File: src/common/twsi_pkg.sv
// Purpose: Shared constants for the two-wire slave interface
// Assumes: 8-bit register port, byte-wide data
// Notes:   Offsets are register indices on the plain register port
`default_nettype none
package twsi_pkg;
  localparam int unsigned TWSI_AW = 2;
  localparam int unsigned TWSI_DW = 8;
  // Register offsets
  localparam logic [1:0] TWSI_OFS_CTRL0 = 2'h0;
  localparam logic [1:0] TWSI_OFS_STAT  = 2'h1;
  localparam logic [1:0] TWSI_OFS_ADDR  = 2'h2;
  localparam logic [1:0] TWSI_OFS_DATA  = 2'h3;
  // Control zero fields
  localparam int unsigned TWSI_B_EN     = 0;
  localparam int unsigned TWSI_B_MODE_L = 5;
  localparam logic [2:0]  TWSI_MODE_TWI = 3'h6;
  // Status/control fields
  localparam int unsigned TWSI_B_RX_ACK_FLAG = 0;
  localparam int unsigned TWSI_B_SRW  = 2;
  localparam int unsigned TWSI_B_TX_ACK_CTRL = 3;
  localparam int unsigned TWSI_B_TXM  = 4;
  localparam int unsigned TWSI_B_BB   = 5;
  localparam int unsigned TWSI_B_AM   = 6;
  localparam int unsigned TWSI_B_DONE = 7;
  // Reset values, then byte and ack bit counts
  localparam logic [7:0] TWSI_RST_CTRL0 = 8'h00;
  localparam logic [7:0] TWSI_RST_ADDR  = 8'h00;
  localparam logic [7:0] TWSI_RST_DATA  = 8'h00;
  localparam logic [3:0] TWSI_BITS_BYTE = 4'h8;
  localparam logic [3:0] TWSI_BIT_ACK   = 4'h9;
  typedef enum logic [2:0] {
    TWSI_IDLE, TWSI_ADDR, TWSI_AACK, TWSI_RX, TWSI_RACK, TWSI_TX, TWSI_TACK, TWSI_HOLD
  } twsi_state_t;
endpackage : twsi_pkg
`default_nettype wire

File: src/rtl/twsi_slave.sv
// Purpose: Slave-only two-wire serial interface with register port
// Assumes: Bus lines are asynchronous; sampled by i_clk at 250 MHz
// Notes:   Open-drain pins as input, output-low and enable triples
//
// Functional notes
// - Ninth-clock ack low clears rx ack flag
// - Keep sending while acked; else release data
// - Eighth bit after start is direction
// - Drive tx ack control bit on ninth clock
// - Transmit when mode bit one, else receive
// - Busy set on start, cleared on stop
// - Address match flag follows comparison
// - Done flag low shifting, high plus interrupt
// - Own address from bits one to seven
// - First seven bits are address, MSB first
// - Address match raises the same interrupt
// - Ack low after matching address byte
// - Hold clock low until data access
// - Start: data falls while clock high
// - Never generate start; slave only
// - Bytes are eight bits, MSB first
// - Receiver acks; unacked transmitter releases data
// - Slave mode only when mode select is 110
// - Optional debounce of zero, one or two clocks
// - Disable releases both lines, stops activity
//
// Added by the designer: the register addresses and strobed register access.
`default_nettype none
module twsi_slave #(
  parameter int unsigned DEBOUNCE = 0
) (
  // Clock and reset
  input  wire logic                         i_clk,
  input  wire logic                         i_rst,
  // Register port
  input  wire logic [twsi_pkg::TWSI_AW-1:0] i_addr,
  input  wire logic [twsi_pkg::TWSI_DW-1:0] i_wdata,
  input  wire logic                         i_wr,
  input  wire logic                         i_rd,
  output logic      [twsi_pkg::TWSI_DW-1:0] o_rdata,
  // Interrupt request, gated by the enable
  input  wire logic                         i_irq_en,
  output logic                              o_irq,
  // Bus clock pin
  input  wire logic                         i_scl,
  output logic                              o_scl,
  output logic                              o_scl_oe,
  // Bus data pin
  input  wire logic                         i_sda,
  output logic                              o_sda,
  output logic                              o_sda_oe
);
  import twsi_pkg::*;

  // Filter history is three samples deep, so two clocks is the limit
  if (DEBOUNCE > 2) begin : g_bad_debounce
    $error("DEBOUNCE must be 0, 1 or 2");
  end

  // Registers
  logic [7:0]  ctrl0_r;
  logic [7:0]  own_r;
  logic [7:0]  data_r;
  logic [7:0]  shift_r;
  logic [3:0]  cnt_r;
  // Status flags, one per status bit except bit one, which reads zero
  logic        rx_ack_flag_r;   // Master ack level after a sent byte; set when not acked
  logic        srw_r;    // Direction bit of the last address
  logic        tx_ack_ctrl_r;   // Ack level to drive after a received byte
  logic        txm_r;    // Transmit when set, receive when clear
  logic        bb_r;     // Bus busy between start and stop
  logic        am_r;     // Own address matched
  logic        done_r;   // Byte finished
  logic        irq_r;
  logic        hold_r;
  logic        sda_lo_r;
  logic [7:0]  rdata_r;
  twsi_state_t st_r;
  // Synchronisers and debounce history
  logic [1:0]  scl_sy_r, sda_sy_r;
  logic [2:0]  scl_h_r, sda_h_r;
  logic        scl_f_r, sda_f_r;

  // Two-stage synchroniser, second stage feeds the filter only
  always_ff @(posedge i_clk) begin
    scl_sy_r <= {scl_sy_r[0], i_scl};
    sda_sy_r <= {sda_sy_r[0], i_sda};
  end

  // Filter stability terms; a glitch shorter than the window is dropped
  wire [2:0] win_mask   = 3'((1 << (DEBOUNCE + 1)) - 1);
  wire       scl_stable = ((scl_h_r & win_mask) == 3'h0) || ((scl_h_r & win_mask) == win_mask);
  wire       sda_stable = ((sda_h_r & win_mask) == 3'h0) || ((sda_h_r & win_mask) == win_mask);
  wire       scl_in     = scl_stable ? scl_h_r[0] : scl_f_r;
  wire       sda_in     = sda_stable ? sda_h_r[0] : sda_f_r;

  // Debounce window: level must agree for DEBOUNCE+1 samples
  always_ff @(posedge i_clk) begin
    if (i_rst) begin
      scl_h_r <= 3'h7;
      sda_h_r <= 3'h7;
      scl_f_r <= 1'b1;
      sda_f_r <= 1'b1;
    end else begin
      scl_h_r <= {scl_h_r[1:0], scl_sy_r[1]};
      sda_h_r <= {sda_h_r[1:0], sda_sy_r[1]};
      if (scl_stable) scl_f_r <= scl_h_r[0];
      if (sda_stable) sda_f_r <= sda_h_r[0];
    end
  end

  // Edge and condition detection against the previous filtered level
  wire enabled  = ctrl0_r[TWSI_B_EN] &&
                  (ctrl0_r[TWSI_B_MODE_L+2:TWSI_B_MODE_L] == TWSI_MODE_TWI);
  wire scl_rise = enabled && scl_in && !scl_f_r;
  wire scl_fall = enabled && !scl_in && scl_f_r;
  wire start_c  = enabled && scl_in && scl_f_r && sda_f_r && !sda_in;
  wire stop_c   = enabled && scl_in && scl_f_r && !sda_f_r && sda_in;

  // Register port decode
  wire wr_ctrl0 = i_wr && (i_addr == TWSI_OFS_CTRL0);
  wire wr_stat  = i_wr && (i_addr == TWSI_OFS_STAT);
  wire wr_own   = i_wr && (i_addr == TWSI_OFS_ADDR);
  wire wr_data  = i_wr && (i_addr == TWSI_OFS_DATA);
  wire rd_data  = i_rd && (i_addr == TWSI_OFS_DATA);
  wire release_hold = wr_data || rd_data;
  wire addr_hit = (shift_r[7:1] == own_r[7:1]);
  wire [7:0] stat_v = {done_r, am_r, bb_r, txm_r, tx_ack_ctrl_r, srw_r, 1'b0, rx_ack_flag_r};

  // Read mux
  wire [7:0] rd_mux = (i_addr == TWSI_OFS_CTRL0) ? ctrl0_r :
                      (i_addr == TWSI_OFS_STAT)  ? stat_v  :
                      (i_addr == TWSI_OFS_ADDR)  ? own_r   : data_r;

  // Software-owned control and address registers
  always_ff @(posedge i_clk) begin
    if (i_rst) begin
      ctrl0_r <= TWSI_RST_CTRL0;
      own_r   <= TWSI_RST_ADDR;
      tx_ack_ctrl_r  <= 1'b0;
      txm_r   <= 1'b0;
      rdata_r <= 8'h00;
    end else begin
      if (wr_ctrl0) ctrl0_r <= i_wdata;
      if (wr_own) own_r <= i_wdata;
      if (wr_stat) tx_ack_ctrl_r <= i_wdata[TWSI_B_TX_ACK_CTRL];
      if (wr_stat) txm_r <= i_wdata[TWSI_B_TXM];
      rdata_r <= i_rd ? rd_mux : 8'h00;
    end
  end

  // Bus state machine; the device only answers, never starts a frame
  always_ff @(posedge i_clk) begin
    if (i_rst || !enabled) begin
      st_r     <= TWSI_IDLE;
      shift_r  <= 8'h00;
      cnt_r    <= 4'h0;
      sda_lo_r <= 1'b0;
      hold_r   <= 1'b0;
      bb_r     <= 1'b0;
      am_r     <= 1'b0;
      done_r   <= 1'b0;
      srw_r    <= 1'b0;
      rx_ack_flag_r   <= 1'b0;
      irq_r    <= 1'b0;
      data_r   <= TWSI_RST_DATA;
    end else begin
      irq_r <= 1'b0;
      if (wr_data && !hold_r && st_r != TWSI_IDLE && st_r != TWSI_HOLD) begin
        data_r <= data_r; // Writes during a shift are ignored
      end else if (wr_data) begin
        data_r <= i_wdata;
      end
      if (release_hold && hold_r) begin
        hold_r <= 1'b0;
        if (txm_r) begin
          shift_r  <= wr_data ? i_wdata : data_r;
          st_r     <= TWSI_TX;
          cnt_r    <= 4'h0;
          done_r   <= 1'b0;
          sda_lo_r <= !(wr_data ? i_wdata[7] : data_r[7]);
        end else begin
          st_r   <= TWSI_RX;
          cnt_r  <= 4'h0;
          done_r <= 1'b0;
        end
      end
      if (start_c) begin
        bb_r     <= 1'b1;
        st_r     <= TWSI_ADDR;
        cnt_r    <= 4'h0;
        am_r     <= 1'b0;
        hold_r   <= 1'b0;
        sda_lo_r <= 1'b0;
      end else if (stop_c) begin
        bb_r     <= 1'b0;
        st_r     <= TWSI_IDLE;
        hold_r   <= 1'b0;
        sda_lo_r <= 1'b0;
      end else begin
        unique case (st_r)
          TWSI_IDLE, TWSI_HOLD: begin
          end
          TWSI_ADDR: begin
            if (scl_rise) begin
              shift_r <= {shift_r[6:0], sda_in};
              cnt_r   <= cnt_r + 4'h1;
            end
            if (scl_fall && cnt_r == TWSI_BITS_BYTE) begin
              srw_r <= shift_r[0];
              if (addr_hit) begin
                am_r     <= 1'b1;
                irq_r    <= 1'b1;
                sda_lo_r <= 1'b1;
                st_r     <= TWSI_AACK;
              end else begin
                am_r <= 1'b0;
                st_r <= TWSI_IDLE;
              end
            end
          end
          TWSI_AACK, TWSI_RACK, TWSI_TACK: begin
            if (scl_rise && st_r == TWSI_TACK) begin
              rx_ack_flag_r <= sda_in;
            end
            if (scl_fall) begin
              sda_lo_r <= 1'b0;
              if (st_r == TWSI_TACK && rx_ack_flag_r) begin
                st_r <= TWSI_IDLE;
              end else begin
                hold_r <= 1'b1;
                st_r   <= TWSI_HOLD;
              end
            end
          end
          TWSI_RX: begin
            if (scl_rise) begin
              shift_r <= {shift_r[6:0], sda_in};
              cnt_r   <= cnt_r + 4'h1;
            end
            if (scl_fall && cnt_r == TWSI_BITS_BYTE) begin
              data_r   <= shift_r;
              done_r   <= 1'b1;
              irq_r    <= 1'b1;
              sda_lo_r <= !tx_ack_ctrl_r;
              st_r     <= TWSI_RACK;
            end
          end
          TWSI_TX: begin
            if (scl_fall) begin
              cnt_r <= cnt_r + 4'h1;
              if (cnt_r == TWSI_BITS_BYTE - 4'h1) begin
                sda_lo_r <= 1'b0; // Release for the master ack
                done_r   <= 1'b1;
                irq_r    <= 1'b1;
                st_r     <= TWSI_TACK;
              end else begin
                shift_r  <= {shift_r[6:0], 1'b0};
                sda_lo_r <= !shift_r[6];
              end
            end
          end
        endcase
      end
    end
  end

  // Open-drain outputs: only ever pull low
  assign o_scl    = 1'b0;
  assign o_sda    = 1'b0;
  assign o_scl_oe = enabled && hold_r;
  assign o_sda_oe = enabled && sda_lo_r;
  assign o_rdata  = rdata_r;
  assign o_irq    = irq_r && i_irq_en;
endmodule : twsi_slave
`default_nettype wire

File: config.mk
export PLATFORM = sky130hd
export DESIGN_NAME = twsi_slave
export DESIGN_NICKNAME = d
export VERILOG_FILES = /design/src/common/twsi_pkg.sv /design/src/rtl/twsi_slave.sv
export SDC_FILE = /design/constraint.sdc
export NUM_CORES = 1
export LEC_CHECK = 0
export BUFFER_PORTS_ARGS = -buffer_cell sky130_fd_sc_hd__buf_2
export CORE_ASPECT_RATIO = 0.8
export CORE_MARGIN = 10
export CORE_UTILIZATION = 30
export DETAILED_ROUTE_END_ITERATION = 8
export PLACE_DENSITY = 0.54
export SLEW_MARGIN = 20
export SYNTH_ARGS = -nofsm -noshare
export SYNTH_HDL_FRONTEND = slang
export SYNTH_SLANG_ARGS = --single-unit
File: constraint.sdc
create_clock -name i_clk -period 1.4 [get_ports i_clk]
set_input_delay 0.07 -clock i_clk [delete_from_list [all_inputs] [get_ports i_clk]]
set_output_delay 0.07 -clock i_clk [all_outputs]
set_load 0.05 [all_outputs]
==> results.tsv <==
stage	metric	value	unit
logic_synthesis	Synth Register Bits	65	
sta	final number of setup-violating endpoints	26	
cts	number of levels the H-tree was split into	3	
sta	Relative slew margins	62.73	%
detailed_routing	wire length reported by the detailed router	10100	um
floorplan	y dimension of the die	114.0	um
global_route	vias in the first global route	2927	
critical_path	arrival time at the worst endpoint	1.79	ns
critical_path	slack of the worst reg-to-reg path	-0.17	ns
final_layout	fin cells	593	
final_layout	antenna cell count	0	
global_route	pin count of the biggest net entering global routing	20	
critical_path	reg-to-reg endpoint	shift_r[7]	
pwr	Leak Pwr	2.059	nW
place	number of cells after detailed placement	558	
cts	clock tree root driver cell	sky130_fd_sc_hd__clkbuf_16	
cts	CTS tree	yes	
critical_path	worst reg2reg startpoint	cnt_r[1]	
cts	Max clock buf depth	2	
final_layout	post-synthesis to final-layout area growth	48.66	%
floorplan	number of placement rows	34	
place	placer's final routability congestion estimate	0.9300	
logic_synthesis	warnings from Yosys	0	
floorplan	overall die area	15680	sq um
pwr	P per Cell Area	893.8	nW/um^2
final_layout	final net count	463	
cts	clock buffers created by TritonCTS	9	
critical_path	CP max-delay cell	sky130_fd_sc_hd__dfxtp_2	
critical_path	worst setup path category	reg2reg	
critical_path	Setup crit start kind	flop	
final_layout	utilization after layout	45.42	%
sta	Slew Viols, Final	0	
logic_synthesis	predominant post-synthesis flop cell	sky130_fd_sc_hd__dfxtp_1	
critical_path	series of cell instances along the critical path	buf_4, ha_4, nand3b_1, buf_6, nand2_4, o21a_1, a221o_1	
critical_path	required time reported for the critical path endpoint	1.62	ns
flow_run	Max Cap Viol	0	
detailed_routing	via density per instance	4.988	
sta	Hold Fails Final Rpt	0	
logic_synthesis	instance count of the mapped netlist	341	
floorplan	core region area	10850	sq um
global_route	sum of overflow across all layers after global routing	0	
cts	clk slew on worst S/H paths	0.05	ns
pwr	worst ir drop on vdd	0.0006795	V
logic_synthesis	sequential cell area fraction in the yosys report	39.26	%
critical_path	depth of the worst register-to-register path	7	
detailed_routing	DRC violation count after routing	0	
place	number of buffer cells added on primary ports	27	
place	Post-DP HPWL	7470	um
detailed_routing	Routed wire per std cell	17.02	um
cts	clk_lat worst skew	0.33	ns
logic_synthesis	synthesized area per cell	9.720	sq um
sta	setup_tns	-2.099	ns
floorplan	Die X-Extent	137.5	um
cts	clock tree sinks	65	
sta	least setup slack across all paths after layout	-0.1697	ns
global_route	Overall Global Routing Usage	13.02	%
critical_path	dominant delay contributor by cell family on the critical path	compound AO/OA/AOI/OAI gates	
min_path	worst hold path depth	3	
logic_synthesis	post-synthesis async set-or-reset flop share	0	%
logic_synthesis	Distinct cells, synth	61	
sta	post-route minimum period	1.570	ns
detailed_routing	Antenna Violating Nets Remaining	0	
detailed_routing	total iterations of the first detailed-routing run	5	
min_path	hold path start	i_wdata[1]	
logic_synthesis	number of flops mapped to enable cells by yosys	0	
floorplan	Initial Util	30.55	%
critical_path	worst-path maximum fanout	5	
sta	final worst-path cycle share	112.1	%
outcome	run status	finished with violations	
final_layout	share of final-layout standard cells stronger than drive strength 1	47.88	%
sta	Max Fclk	637.1	MHz
critical_path	kind of end point of the critical path	flop	
global_route	wire length of the first global-routing pass	15950	um
floorplan	count of pins on the block boundary	30	
final_layout	Layout fillers	1050	
detailed_routing	number of DRC markers in iteration 0	134	
place	Placement Cell Area	4099	sq um
min_path	capture endpoint of the worst hold path	ctrl0_r[1]	
pwr	final total power	4.404	mW
sta	unrepaired setup endpoints after global routing	yes	
min_path	Hold WC Path Type	in2reg	
critical_path	worst path bufs/invs	2	
sta	slew at the pin with the worst max-slew slack	0.5584	ns
detailed_routing	DR vias	2958	
logic_synthesis	Post-Synthesis Cell Area	3314	sq um
global_route	number of antenna violations at the first check in global routing	0	
final_layout	post-layout instance area	4927	sq um
place	Setup Slack @ Placement	-0.1890	ns
sta	final hold slack	0.03667	ns
critical_path	Worst path max stage delay	0.33	ns
outcome	failing checks	negative setup slack	
sta	clk_skew	0.007904	ns
==> layout by cell type, fill, tap and decap left out, types with 3 or more instances in the layout <==
master / synthesis / final
sky130_fd_sc_hd__buf_2: 11 / 25
sky130_fd_sc_hd__and2_1: 4 / 3
sky130_fd_sc_hd__buf_4: 2 / 64
sky130_fd_sc_hd__o31ai_1: 9 / 7
sky130_fd_sc_hd__dfxtp_1: 65 / 49
sky130_fd_sc_hd__mux2_2: 8 / 8
sky130_fd_sc_hd__nand2_1: 11 / 8
sky130_fd_sc_hd__nand4_1: 4 / 4
sky130_fd_sc_hd__o22ai_1: 4 / 4
sky130_fd_sc_hd__inv_1: 7 / 5
sky130_fd_sc_hd__or2_2: 5 / 5
sky130_fd_sc_hd__nand2b_1: 11 / 10
sky130_fd_sc_hd__dfxtp_4: 0 / 6
sky130_fd_sc_hd__nand3b_1: 5 / 5
sky130_fd_sc_hd__o21ai_0: 4 / 3
sky130_fd_sc_hd__mux4_2: 7 / 7
sky130_fd_sc_hd__nor2b_1: 8 / 8
sky130_fd_sc_hd__nand3_1: 8 / 7
sky130_fd_sc_hd__buf_6: 1 / 16
sky130_fd_sc_hd__buf_12: 0 / 3
sky130_fd_sc_hd__a31oi_1: 5 / 4
sky130_fd_sc_hd__nor2_2: 0 / 4
sky130_fd_sc_hd__mux2i_1: 37 / 36
sky130_fd_sc_hd__xor2_1: 7 / 7
sky130_fd_sc_hd__o2bb2ai_2: 0 / 6
sky130_fd_sc_hd__nor4_2: 0 / 3
sky130_fd_sc_hd__nand2_4: 0 / 4
sky130_fd_sc_hd__and4b_1: 3 / 3
sky130_fd_sc_hd__nor2_1: 32 / 26
sky130_fd_sc_hd__a21oi_2: 0 / 5
sky130_fd_sc_hd__dfxtp_2: 0 / 10
sky130_fd_sc_hd__clkbuf_16: 0 / 9
sky130_fd_sc_hd__a21oi_1: 16 / 11
==> tightest hold or removal path, delay by kind of cell <==
| family | cells | cell delay, ns |
|---|---|---|
| AND/OR/NAND/NOR | 1 | 0.07 |
| buffers and inverters | 1 | 0.12 |
| multiplexers | 1 | 0.07 |
==> synth_stat cells, types with 4 or more instances <==
master / count / area, sq um
sky130_fd_sc_hd__dfxtp_1: 65 / 1301
sky130_fd_sc_hd__mux2i_1: 37 / 370.4
sky130_fd_sc_hd__nor2_1: 32 / 120.1
sky130_fd_sc_hd__a21oi_1: 16 / 80.08
sky130_fd_sc_hd__buf_2: 11 / 55.05
sky130_fd_sc_hd__nand2_1: 11 / 41.29
sky130_fd_sc_hd__nand2b_1: 11 / 68.82
sky130_fd_sc_hd__o31ai_1: 9 / 67.56
sky130_fd_sc_hd__clkbuf_1: 8 / 30.03
sky130_fd_sc_hd__mux2_2: 8 / 90.09
sky130_fd_sc_hd__nand3_1: 8 / 40.04
sky130_fd_sc_hd__nor2b_1: 8 / 50.05
sky130_fd_sc_hd__inv_1: 7 / 26.28
sky130_fd_sc_hd__mux4_2: 7 / 157.7
sky130_fd_sc_hd__o2bb2ai_1: 7 / 61.31
sky130_fd_sc_hd__xor2_1: 7 / 61.31
sky130_fd_sc_hd__a31oi_1: 5 / 31.28
sky130_fd_sc_hd__nand3b_1: 5 / 37.54
sky130_fd_sc_hd__or2_2: 5 / 31.28
sky130_fd_sc_hd__and2_1: 4 / 25.02
sky130_fd_sc_hd__nand4_1: 4 / 25.02
sky130_fd_sc_hd__nor4_1: 4 / 25.02
sky130_fd_sc_hd__o21ai_0: 4 / 20.02
sky130_fd_sc_hd__o21ai_1: 4 / 20.02
sky130_fd_sc_hd__o22ai_1: 4 / 25.02
==> worst max-delay path by stage <==
stage,start,to,cells past startpoint
after floorplan,st_r[1],data_r[1],5
after global placement,st_r[0],shift_r[7],5
after detailed placement,st_r[0],shift_r[7],5
after CTS,cnt_r[0],data_r[3],7
after global routing,cnt_r[1],st_r[2],7
final,cnt_r[1],shift_r[7],7
==> routing by layer <==
| metal | up-vias | wire (um) | track usage [%] |
|---|---|---|---|
| li1 | 1466 | - | - |
| met1 | 1413 | 5193 | 18.64 |
| met2 | 69 | 4325 | 18.71 |
| met3 | 10 | 480 | 3.603 |
| met4 | 0 | 95 | 3.156 |
| met5 | - | 0 | 0 |
==> sequential cells by signal, indices dropped and copies added (netlist names), 2 cells and up <==
register and flops:
ctrl0_r 8, data_r 8, o_rdata 8, own_r 8
shift_r 8, cnt_r 4, st_r 3, scl_sy_r 2
sda_sy_r 2
==> area by class of cell <==
type / instances / area (sq um) / area share (%)
repair buffers: 112 / 895.9 / 18.18
clock buffers: 11 / 232.7 / 4.723
flip-flops and latches: 65 / 1336 / 27.12
clock inverters: 5 / 56.30 / 1.143
multi-input cells: 249 / 2200 / 44.64
well taps: 144 / 180.2 / 3.657
inverters: 7 / 26.28 / 0.5333
==> cell families (layout without fill, tap and decap cells) <==
kind of cell,count (synthesis),after routing,synth area share [%]
compound gates,69,69,14.76
simple gates,115,116,20.20
mux,52,52,18.65
fa+ha+maj,2,2,0.7549
other cells,1,2,0.1131
buf+inv,29,135,4.152
xor+xnor,8,8,2.114
flops,65,65,39.26
==> power by group <==
group	switching, mW	internal (mW)	leakage [nW]	total [mW]
logic	0.159	0.150	1.38	0.309
registers	0.0267	1.87	0.535	1.90
clock network	0.820	1.37	0.139	2.20
==> what timing repair did <==
item | CTS | global route
cloned | 1 | 0
endpoints found under the hold margin | 2 | 0
pin swaps | 12 | 24
setup buffers | 8 | 11
hold buffers | 2 | 0
setup endpoints to repair | 32 | 32
resized for setup | 65 | 39
(Power assumes the default switching activity.)
